==> config.mk <==
export PLATFORM = sky130hd
export DESIGN_NAME = pdt_timer
export DESIGN_NICKNAME = d
export VERILOG_FILES = /design/src/pdt_tap_tick.v /design/src/pdt_timer.v
export VERILOG_INCLUDE_DIRS = /design/src /design/src/src
export SDC_FILE = /design/constraint.sdc
export NUM_CORES = 1
export LEC_CHECK = 0
export BUFFER_PORTS_ARGS = -buffer_cell sky130_fd_sc_hd__buf_2
export CAP_MARGIN = 20
export CORE_UTILIZATION = 43
export CTS_CLUSTER_DIAMETER = 120
export DETAILED_ROUTE_END_ITERATION = 6
export GPL_TIMING_DRIVEN = 1
export PLACE_DENSITY = 0.68
export SETUP_SLACK_MARGIN = 0.4
export SLEW_MARGIN = 20
export SYNTH_ARGS = -nofsm -noshare
export SYNTH_HDL_FRONTEND = slang
export SYNTH_SLANG_ARGS = --single-unit
==> constraint.sdc <==
create_clock -name pclk -period 2.77 [get_ports pclk]
set_clock_uncertainty 0.05 [all_clocks]
set_input_delay 0.1385 -clock pclk [delete_from_list [all_inputs] [get_ports pclk]]
set_output_delay 0.1385 -clock pclk [all_outputs]
set_load 0.01 [all_outputs]
==> src/pdt_regs.vh <==
/*
 Register offsets, field positions, reset values and timing counts
 of the prescaled down timer. Assumes an APB slave with 32-bit data.
*/
`ifndef PDT_REGS_VH
`define PDT_REGS_VH
`define PDT_OFF_PSC 10'h0D2
`define PDT_OFF_CNT 10'h0D3
`define PDT_OFF_CTL 10'h0D4
`define PDT_BUS_STOP 12'h0E0
`define PDT_PSC_RST 7'h7F
`define PDT_CNT_RST 8'hFF
`define PDT_CTL_RST 8'h00
`define PDT_BIT_ZERO 7
`define PDT_BIT_IEN 6
`define PDT_BIT_RSV5 5
`define PDT_BIT_RSV4 4
`define PDT_BIT_RUN 3
`define PDT_DIV_FIXED 12
`define PDT_DIV_LAST 4'hB
`endif

==> src/pdt_tap_tick.v <==
/*
 Tap tick generator: pulses when the selected prescaler bit falls; tap 0 pulses on every prescaler step.
 Assumes the prescaler value is a registered down count.
*/
`timescale 1ns/1ps
`include "pdt_regs.vh"
module pdt_tap_tick
#(
   parameter PW = 7
)
(
   // Clock and reset
   input wire pclk,
   input wire presetn,
   input wire ce,
   // Prescaler view
   input wire [PW-1:0] psc_cur,
   input wire [PW-1:0] psc_nxt,
   input wire psc_step,
   input wire [2:0] tap_select,
   // Tick out
   output wire counter_tick
);
   wire [PW:0] ext_cur;
   wire [PW:0] ext_nxt;
   // Tap n ticks every 2^n steps; tap 0 is every prescaler step
   assign ext_cur = {psc_cur, 1'b1};
   assign ext_nxt = {psc_nxt, 1'b0};
   assign counter_tick = psc_step & ext_cur[tap_select] & ~ext_nxt[tap_select];
endmodule // pdt_tap_tick

==> src/pdt_timer.v <==
/*
 Prescaled down timer: divide-by-twelve, 7-bit prescaler, 8-bit
 down counter, zero flag and interrupt level, APB register slave.
 Assumes pclk is the core internal clock and APB is synchronous.
*/
`timescale 1ns/1ps
`include "pdt_regs.vh"
module pdt_timer
#(
   parameter PW = 7,
   parameter CW = 8
)
(
   // Clock, reset, enable
   input wire pclk,
   input wire presetn,
   input wire ce,
   // APB slave
   input wire psel,
   input wire penable,
   input wire pwrite,
   input wire [11:0] paddr,
   input wire [31:0] pwdata,
   output reg [31:0] prdata,
   output wire pready,
   output wire pslverr,
   // Power modes
   input wire stop_mode,
   // Interrupt
   output wire timer_irq,
   output wire wake_req
);
   // Divider and prescaler state
   reg [3:0] div_q;
   reg [3:0] div_d;
   reg [PW-1:0] psc_q;
   reg [PW-1:0] psc_d;

   // Counter and status state
   reg [CW-1:0] cnt_q;
   reg [CW-1:0] cnt_d;
   reg zero_flag_q;
   reg zero_flag_d;
   reg underflow_irq_enable_q;
   reg underflow_irq_enable_d;
   reg prescaler_run_q;
   reg prescaler_run_d;
   reg [2:0] tap_select_q;
   reg [2:0] tap_select_d;

   // Read path state
   reg [31:0] rdata_d;
   reg rd_loaded_q;
   reg rd_loaded_d;

   // Bus decode
   wire run_en;
   wire [9:0] word_idx;
   wire aligned;
   wire hit_psc;
   wire hit_cnt;
   wire hit_ctl;
   wire mapped;
   wire acc;
   wire done;
   wire wr;
   wire wr_psc;
   wire wr_cnt;
   wire wr_ctl;
   wire rd_load;
   // Timing chain
   wire div_tick;
   wire psc_step;
   wire counter_tick;
   wire cnt_step;
   wire [PW-1:0] psc_dec;
   wire psc_at_zero;
   wire cnt_at_zero;
   wire cnt_at_one;
   wire cnt_write_zero;
   wire underflow_evt;
   // Status byte as software sees it
   wire [7:0] ctl_view;

   // Stop mode freezes everything, same as clock enable low
   assign run_en = ce & ~stop_mode;

   // Register numbers are word indices; only aligned words decode
   assign word_idx = paddr[11:2];
   assign aligned = (paddr[1:0] == 2'b00);
   assign hit_psc = aligned & (word_idx == `PDT_OFF_PSC);
   assign hit_cnt = aligned & (word_idx == `PDT_OFF_CNT);
   assign hit_ctl = aligned & (word_idx == `PDT_OFF_CTL);
   assign mapped = hit_psc | hit_cnt | hit_ctl;
   assign acc = psel & penable;
   assign done = acc & pready;
   assign wr = done & pwrite;
   assign wr_psc = wr & hit_psc;
   assign wr_cnt = wr & hit_cnt;
   assign wr_ctl = wr & hit_ctl;

   // A read waits for its latched data, so a read stalled in setup
   // by stop or a low enable never returns stale data
   assign rd_load = psel & ~pwrite & run_en & ~rd_loaded_q;
   assign pready = run_en & (pwrite | rd_loaded_q);
   assign pslverr = acc & ~mapped;

   assign div_tick = (div_q == `PDT_DIV_LAST);
   assign psc_step = div_tick & prescaler_run_q;
   assign psc_at_zero = (psc_q == {PW{1'b0}});
   assign psc_dec = psc_at_zero ? `PDT_PSC_RST : psc_q - 1'b1;

   assign cnt_step = counter_tick & prescaler_run_q;
   assign cnt_at_zero = (cnt_q == {CW{1'b0}});
   assign cnt_at_one = (cnt_q == {{(CW-1){1'b0}}, 1'b1});
   assign cnt_write_zero = (pwdata[CW-1:0] == {CW{1'b0}});
   // A counter write in the same cycle replaces the decrement
   assign underflow_evt = cnt_step & cnt_at_one & ~wr_cnt;

   // Divide-by-twelve phase counter
   always @*
   begin
      div_d = div_q + 4'h1;
      if (div_tick)
         div_d = 4'h0;
   end

   // Divider free-runs whatever the run bit says
   always @(posedge pclk or negedge presetn)
   begin
      if (!presetn)
         div_q <= 4'h0;
      else if (run_en)
         div_q <= div_d;
   end

   // Run clear holds the prescaler at its reload value
   always @*
   begin
      psc_d = psc_q;
      if (!prescaler_run_q)
         psc_d = `PDT_PSC_RST;
      else if (wr_psc)
         psc_d = pwdata[PW-1:0];
      else if (psc_step)
         psc_d = psc_dec;
   end

   // Counter tick on the falling edge of the chosen tap
   pdt_tap_tick #(.PW(PW)) u_tap
   (
      .pclk(pclk),
      .presetn(presetn),
      .ce(run_en),
      .psc_cur(psc_q),
      .psc_nxt(psc_dec),
      .psc_step(psc_step),
      .tap_select(tap_select_q),
      .counter_tick(counter_tick)
   );

   // Prescaler register
   always @(posedge pclk or negedge presetn)
   begin
      if (!presetn)
         psc_q <= `PDT_PSC_RST;
      else if (run_en)
         psc_q <= psc_d;
   end

   // Counter next value; a software write has priority
   always @*
   begin
      cnt_d = cnt_q;
      if (wr_cnt)
         cnt_d = pwdata[CW-1:0];
      else if (cnt_step)
      begin
         if (cnt_at_zero)
            cnt_d = `PDT_CNT_RST;
         else
            cnt_d = cnt_q - 1'b1;
      end
   end

   // Counter register
   always @(posedge pclk or negedge presetn)
   begin
      if (!presetn)
         cnt_q <= `PDT_CNT_RST;
      else if (run_en)
         cnt_q <= cnt_d;
   end

   // Hardware set wins over a software clear in the same cycle
   always @*
   begin
      zero_flag_d = zero_flag_q;
      if (wr_ctl)
         zero_flag_d = pwdata[`PDT_BIT_ZERO];
      if (wr_cnt && cnt_write_zero)
         zero_flag_d = 1'b1;
      if (underflow_evt)
         zero_flag_d = 1'b1;
   end

   // Zero flag register
   always @(posedge pclk or negedge presetn)
   begin
      if (!presetn)
         zero_flag_q <= 1'b0;
      else if (run_en)
         zero_flag_q <= zero_flag_d;
   end

   // Control fields change only on a status write
   always @*
   begin
      underflow_irq_enable_d = underflow_irq_enable_q;
      prescaler_run_d = prescaler_run_q;
      tap_select_d = tap_select_q;
      if (wr_ctl)
      begin
         underflow_irq_enable_d = pwdata[`PDT_BIT_IEN];
         prescaler_run_d = pwdata[`PDT_BIT_RUN];
         tap_select_d = pwdata[2:0];
      end
   end

   // Interrupt enable register
   always @(posedge pclk or negedge presetn)
   begin
      if (!presetn)
         underflow_irq_enable_q <= 1'b0;
      else if (run_en)
         underflow_irq_enable_q <= underflow_irq_enable_d;
   end

   // Run bit register
   always @(posedge pclk or negedge presetn)
   begin
      if (!presetn)
         prescaler_run_q <= 1'b0;
      else if (run_en)
         prescaler_run_q <= prescaler_run_d;
   end

   // Tap select register
   always @(posedge pclk or negedge presetn)
   begin
      if (!presetn)
         tap_select_q <= 3'h0;
      else if (run_en)
         tap_select_q <= tap_select_d;
   end

   // Level output; stays up until software clears flag or enable
   assign timer_irq = zero_flag_q & underflow_irq_enable_q;
   assign wake_req = timer_irq;

   assign ctl_view = {zero_flag_q, underflow_irq_enable_q, 2'b00, prescaler_run_q,
                      tap_select_q};

   // Read mux, zero for any unmapped word
   always @*
   begin
      rdata_d = 32'h00000000;
      if (hit_psc)
         rdata_d = {25'h0000000, psc_q};
      else if (hit_cnt)
         rdata_d = {24'h000000, cnt_q};
      else if (hit_ctl)
         rdata_d = {24'h000000, ctl_view};
   end

   // One load per read transfer, cleared when it completes
   always @*
   begin
      rd_loaded_d = rd_loaded_q;
      if (done || !psel)
         rd_loaded_d = 1'b0;
      else if (rd_load)
         rd_loaded_d = 1'b1;
   end

   // Read handshake register
   always @(posedge pclk or negedge presetn)
   begin
      if (!presetn)
         rd_loaded_q <= 1'b0;
      else if (run_en)
         rd_loaded_q <= rd_loaded_d;
   end

   // Data output from a flop, loaded once per read
   always @(posedge pclk or negedge presetn)
   begin
      if (!presetn)
         prdata <= 32'h00000000;
      else if (rd_load)
         prdata <= rdata_d;
   end
endmodule // pdt_timer

==> results summary <==
The per-cell via count in the routed design is ~5.5. The final routed wirelength across all metal layers came out at about 6600 µm. The insertion delay of the later-clocked pin in the worst-skew pair came out at roughly 300 ps. TritonCTS built the clock tree. The setup path with the least slack is of type flop to flop. In this run, CTS created clock tree buffers numbering 5. The achievable frequency is just over 0.4 GHz.

The count of endpoints failing hold in the final timing report came to 0. In this run the mean area of a mapped cell was approximately 8.8 µm². The leakage power came out at between 1 and 1.5 nW.

The routed length per placed instance is between 15 and 20 µm. On the critical path, the stage with the largest delay is an instance of or4_4. The worst setup path is launched from a flop. For this design, the sink count on the clock tree is 34.

The pin slew with the least headroom to its limit is 765 ps. The kind of end point of the critical path is a flop. In this design, the stage delay of the slowest critical-path cell is 550 ps. The H-tree generated during clock tree synthesis spans 2 levels. The remaining number of nets flagged by the antenna check after routing came out at 0. The path type of the worst min-delay path is primary input to flop.

Data on the critical path is required at its endpoint by just under 3000 ps. The horizontal die dimension came out at roughly 80 µm. The starting utilization of the core area is around 44%. The ratio of cells with drive above 1 in the final layout is approximately 34%. Max-cap violations in this run came to 0. The estimated wirelength of the detail-placed design is 4640 µm. The share of synthesized area spent on multiplexers is 4.99%.

Dividing the final minimum period by the clock period gives approximately 88%. The final net count came out at around 410. The compound-cell area share of the yosys netlist is about 22%. After Yosys synthesis, full adders, half adders and majority gates account for under 10% of the synthesized area. The floorplan row count came out at 28. The overall die area is around 6400 µm². The number of max-slew violations in the final report came out at 0. The post-CTS clock slew at the launch and capture registers of the worst setup and hold paths came out at roughly 70 ps. The pin count of the biggest net entering global routing is 35.

Routability-driven placement finished with a final weighted congestion of approximately 0.96. The signed area change from the synthesized netlist to the final layout came out at 17.7%. The post-synthesis sequential element count is 34. Power spread over the standard cell area amounts to roughly 350 nW/µm².

The number of input and output port buffers inserted is 38. Global routing consumed, over all layers together, a little over a fifth of the routing resources. The critical-path maximum fanout is 4. For this run, the detailed router's first-pass iteration total came to 4. The run finished with clean final reports. The count of distinct cell types in the synthesized netlist came out at 70. The largest voltage drop on the vdd net came out at 0.304 mV. Setup repair after global routing could not meet its margin everywhere.

Setup violations remaining at the end of the flow were counted as 0. For the worst setup path, the data arrival time is about 2600 ps. The share of the yosys chip area belonging to registers came out at 33.0%.

The buffer levels on the longest clock path is 2. In this run the standard cell core region covers 5920 µm². The synthesized instance count is approximately 300. The number of synthesis warnings came out at 0. The number of diodes added for antenna fixing came out at 0. The total overflow reported by the global router is 0.

For this run, the leading register cell type out of synthesis is dfrtp_1. The final core utilization is between 50 and 60%. The height of the die is around 80 µm. For this run, asynchronously set or reset flops after synthesis account for 100%.

The DRC violations left came out at 0. The first global-routing pass estimated 10500 µm of wire. The number of I/O pins is 87.

The xor and xnor area share after synthesis came out at about 1.3%. Walking the worst path, the cells encountered are or4_4 -> or3b_4 -> o21ai_4 -> a31oi_4 -> buf_6 -> or2_4 -> o21a_1. The share of synthesized cell area in and, or, nand and nor gates is about 23%. The combinational family with the most area after synthesis is simple AND/OR/NAND/NOR gates. The buffer cell driving the clock tree root is clkbuf_8. In this run, the number of DRC markers left after iteration 0 of detailed routing was between 100 and 150. The routed via count came out at approximately 2400. The initial antenna violation count is 0. The accumulated negative setup slack is 0 ps. The synthesized netlist occupies a cell area of roughly 2600 µm². The worst slew margin relative to its limit is approximately half.

The via count of the first global-routing pass is between 2000 and 2500. The internal reg-to-reg setup slack is approximately 340 ps. The count of flip-flops with a built-in enable after synthesis is 0. The post-layout minimum cycle time is 2430 ps.
## per-layer routing
layer  wire (µm)  share of wire [%]  vias up  global-route usage [%]
met2        3190                 48       72                    35.5
li1            -                  -     1141                       -
met5           0                  0        -                       0
met1        2940                 45     1130                    27.5
met4          83                1.3        0                    7.50
met3         374                5.7        8                    4.55
## report_power, final
group          internal [mW]  leakage, nW  switching (mW)
Clock                  0.201       0.0482           0.186
Combinational         0.0580        0.876          0.0852
Sequential             0.525        0.408          0.0270
## kinds of logic (layout without fill, tap and decap cells)
kind of cell,count (synthesis),after routing
AOI/OAI and AO/OA,79,79
xor gates and xnor gates,4,4
adders and majority gates,6,6
buffers and inverters,49,77
DFF,34,34
muxes,11,11
other,1,24
and+or+nand+nor,114,114
## what timing repair did
action / CTS / global route
gates resized for setup: 11 / 16
setup endpoints to repair: 9 / 9
endpoints found under the hold margin: 19 / 0
pin swaps: 6 / 11
hold buffers: 1 / 0
gates cloned: 0 / 0
buffers inserted: 11 / 4
## registers in the layout, summed over array words and instances, names as in the netlist
register,count
cnt_q,8
div_q,4
prdata,8
prescaler_run_q,1
psc_q,7
rd_loaded_q,1
tap_select_q,3
underflow_irq_enable_q,1
zero_flag_q,1
## layout by cell type (no fill, tap or decap), types with 5 or more instances in the layout
| master | count |
|---|---|
| clkbuf_8 | 6 |
| dfrtp_1 | 19 |
| nand3_1 | 14 |
| a31oi_1 | 9 |
| o21ai_0 | 19 |
| buf_4 | 20 |
| nand2_1 | 27 |
| mux2i_1 | 6 |
| dfstp_2 | 15 |
| inv_1 | 7 |
| nor4_1 | 5 |
| nor3_1 | 7 |
| nor2_1 | 24 |
| buf_2 | 38 |
| a21oi_1 | 8 |
| conb_1 | 24 |
## layout make-up
type,count,area (µm²)
inverters,9,36.3
flip-flops and latches,34,870
repair buffers,60,362
clock buffers,7,86.3
multi-input cells,238,1650
fillers,544,2820
well taps,75,93.8
clock inverters,1,5.00
## worst max-delay path, delay by kind of cell, from the launching register on
family                 cells  cell delay [ps]
DFF                        1              380
AOI/OAI and AO/OA          3              560
and+or+nand+nor            3             1230
buffers and inverters      1              140
## synth_stat cells (5+ instances only)
cell,n,share of area [%]
nand3_1,14,2.7
mux2i_1,6,2.3
dfrtp_1,19,18
a31oi_1,9,2.1
ha_1,6,2.9
nor4_1,5,1.2
inv_1,9,1.3
o21ai_0,19,3.6
dfstp_2,15,15
nand2_1,27,3.9
nor2_1,26,3.7
nor3_1,7,1.3
clkbuf_1,7,1.0
a21oi_1,9,1.7
buf_4,25,7.1
## worst paths after layout
check                                          endpoint  cells past startpoint             startpoint
min in group asynchronous         prdata[2]$_DFFE_PN0P_                      2                presetn
worst min-delay path            rd_loaded_q$_DFFE_PN0P_                      2                   psel
max in group asynchronous         prdata[6]$_DFFE_PN0P_                      2                presetn
worst min register to register    prdata[4]$_DFFE_PN0P_                      2  prdata[4]$_DFFE_PN0P_
worst max-delay path               cnt_q[5]$_DFFE_PN1P_                      7   psc_q[5]$_DFFE_PN1P_
worst max register to register     cnt_q[5]$_DFFE_PN1P_                      7   psc_q[5]$_DFFE_PN1P_
## metrics by stage
step	area (µm²)	total power [mW]	hold WS, ps	setup slack (ps)	std cells
6_report	3100	1.08	68.7	339	424
5_1_grt	3100	1.13	77.9	291	424
4_1_cts	2990	1.09	67.8	387	420
3_5_place_dp	2750	0.704	207	204	400
3_3_place_gp	2750	0.698	199	217	400
2_1_floorplan	2720	0.670	-207	449	321
No activity file was read; power rests on OpenSTA's default activity.
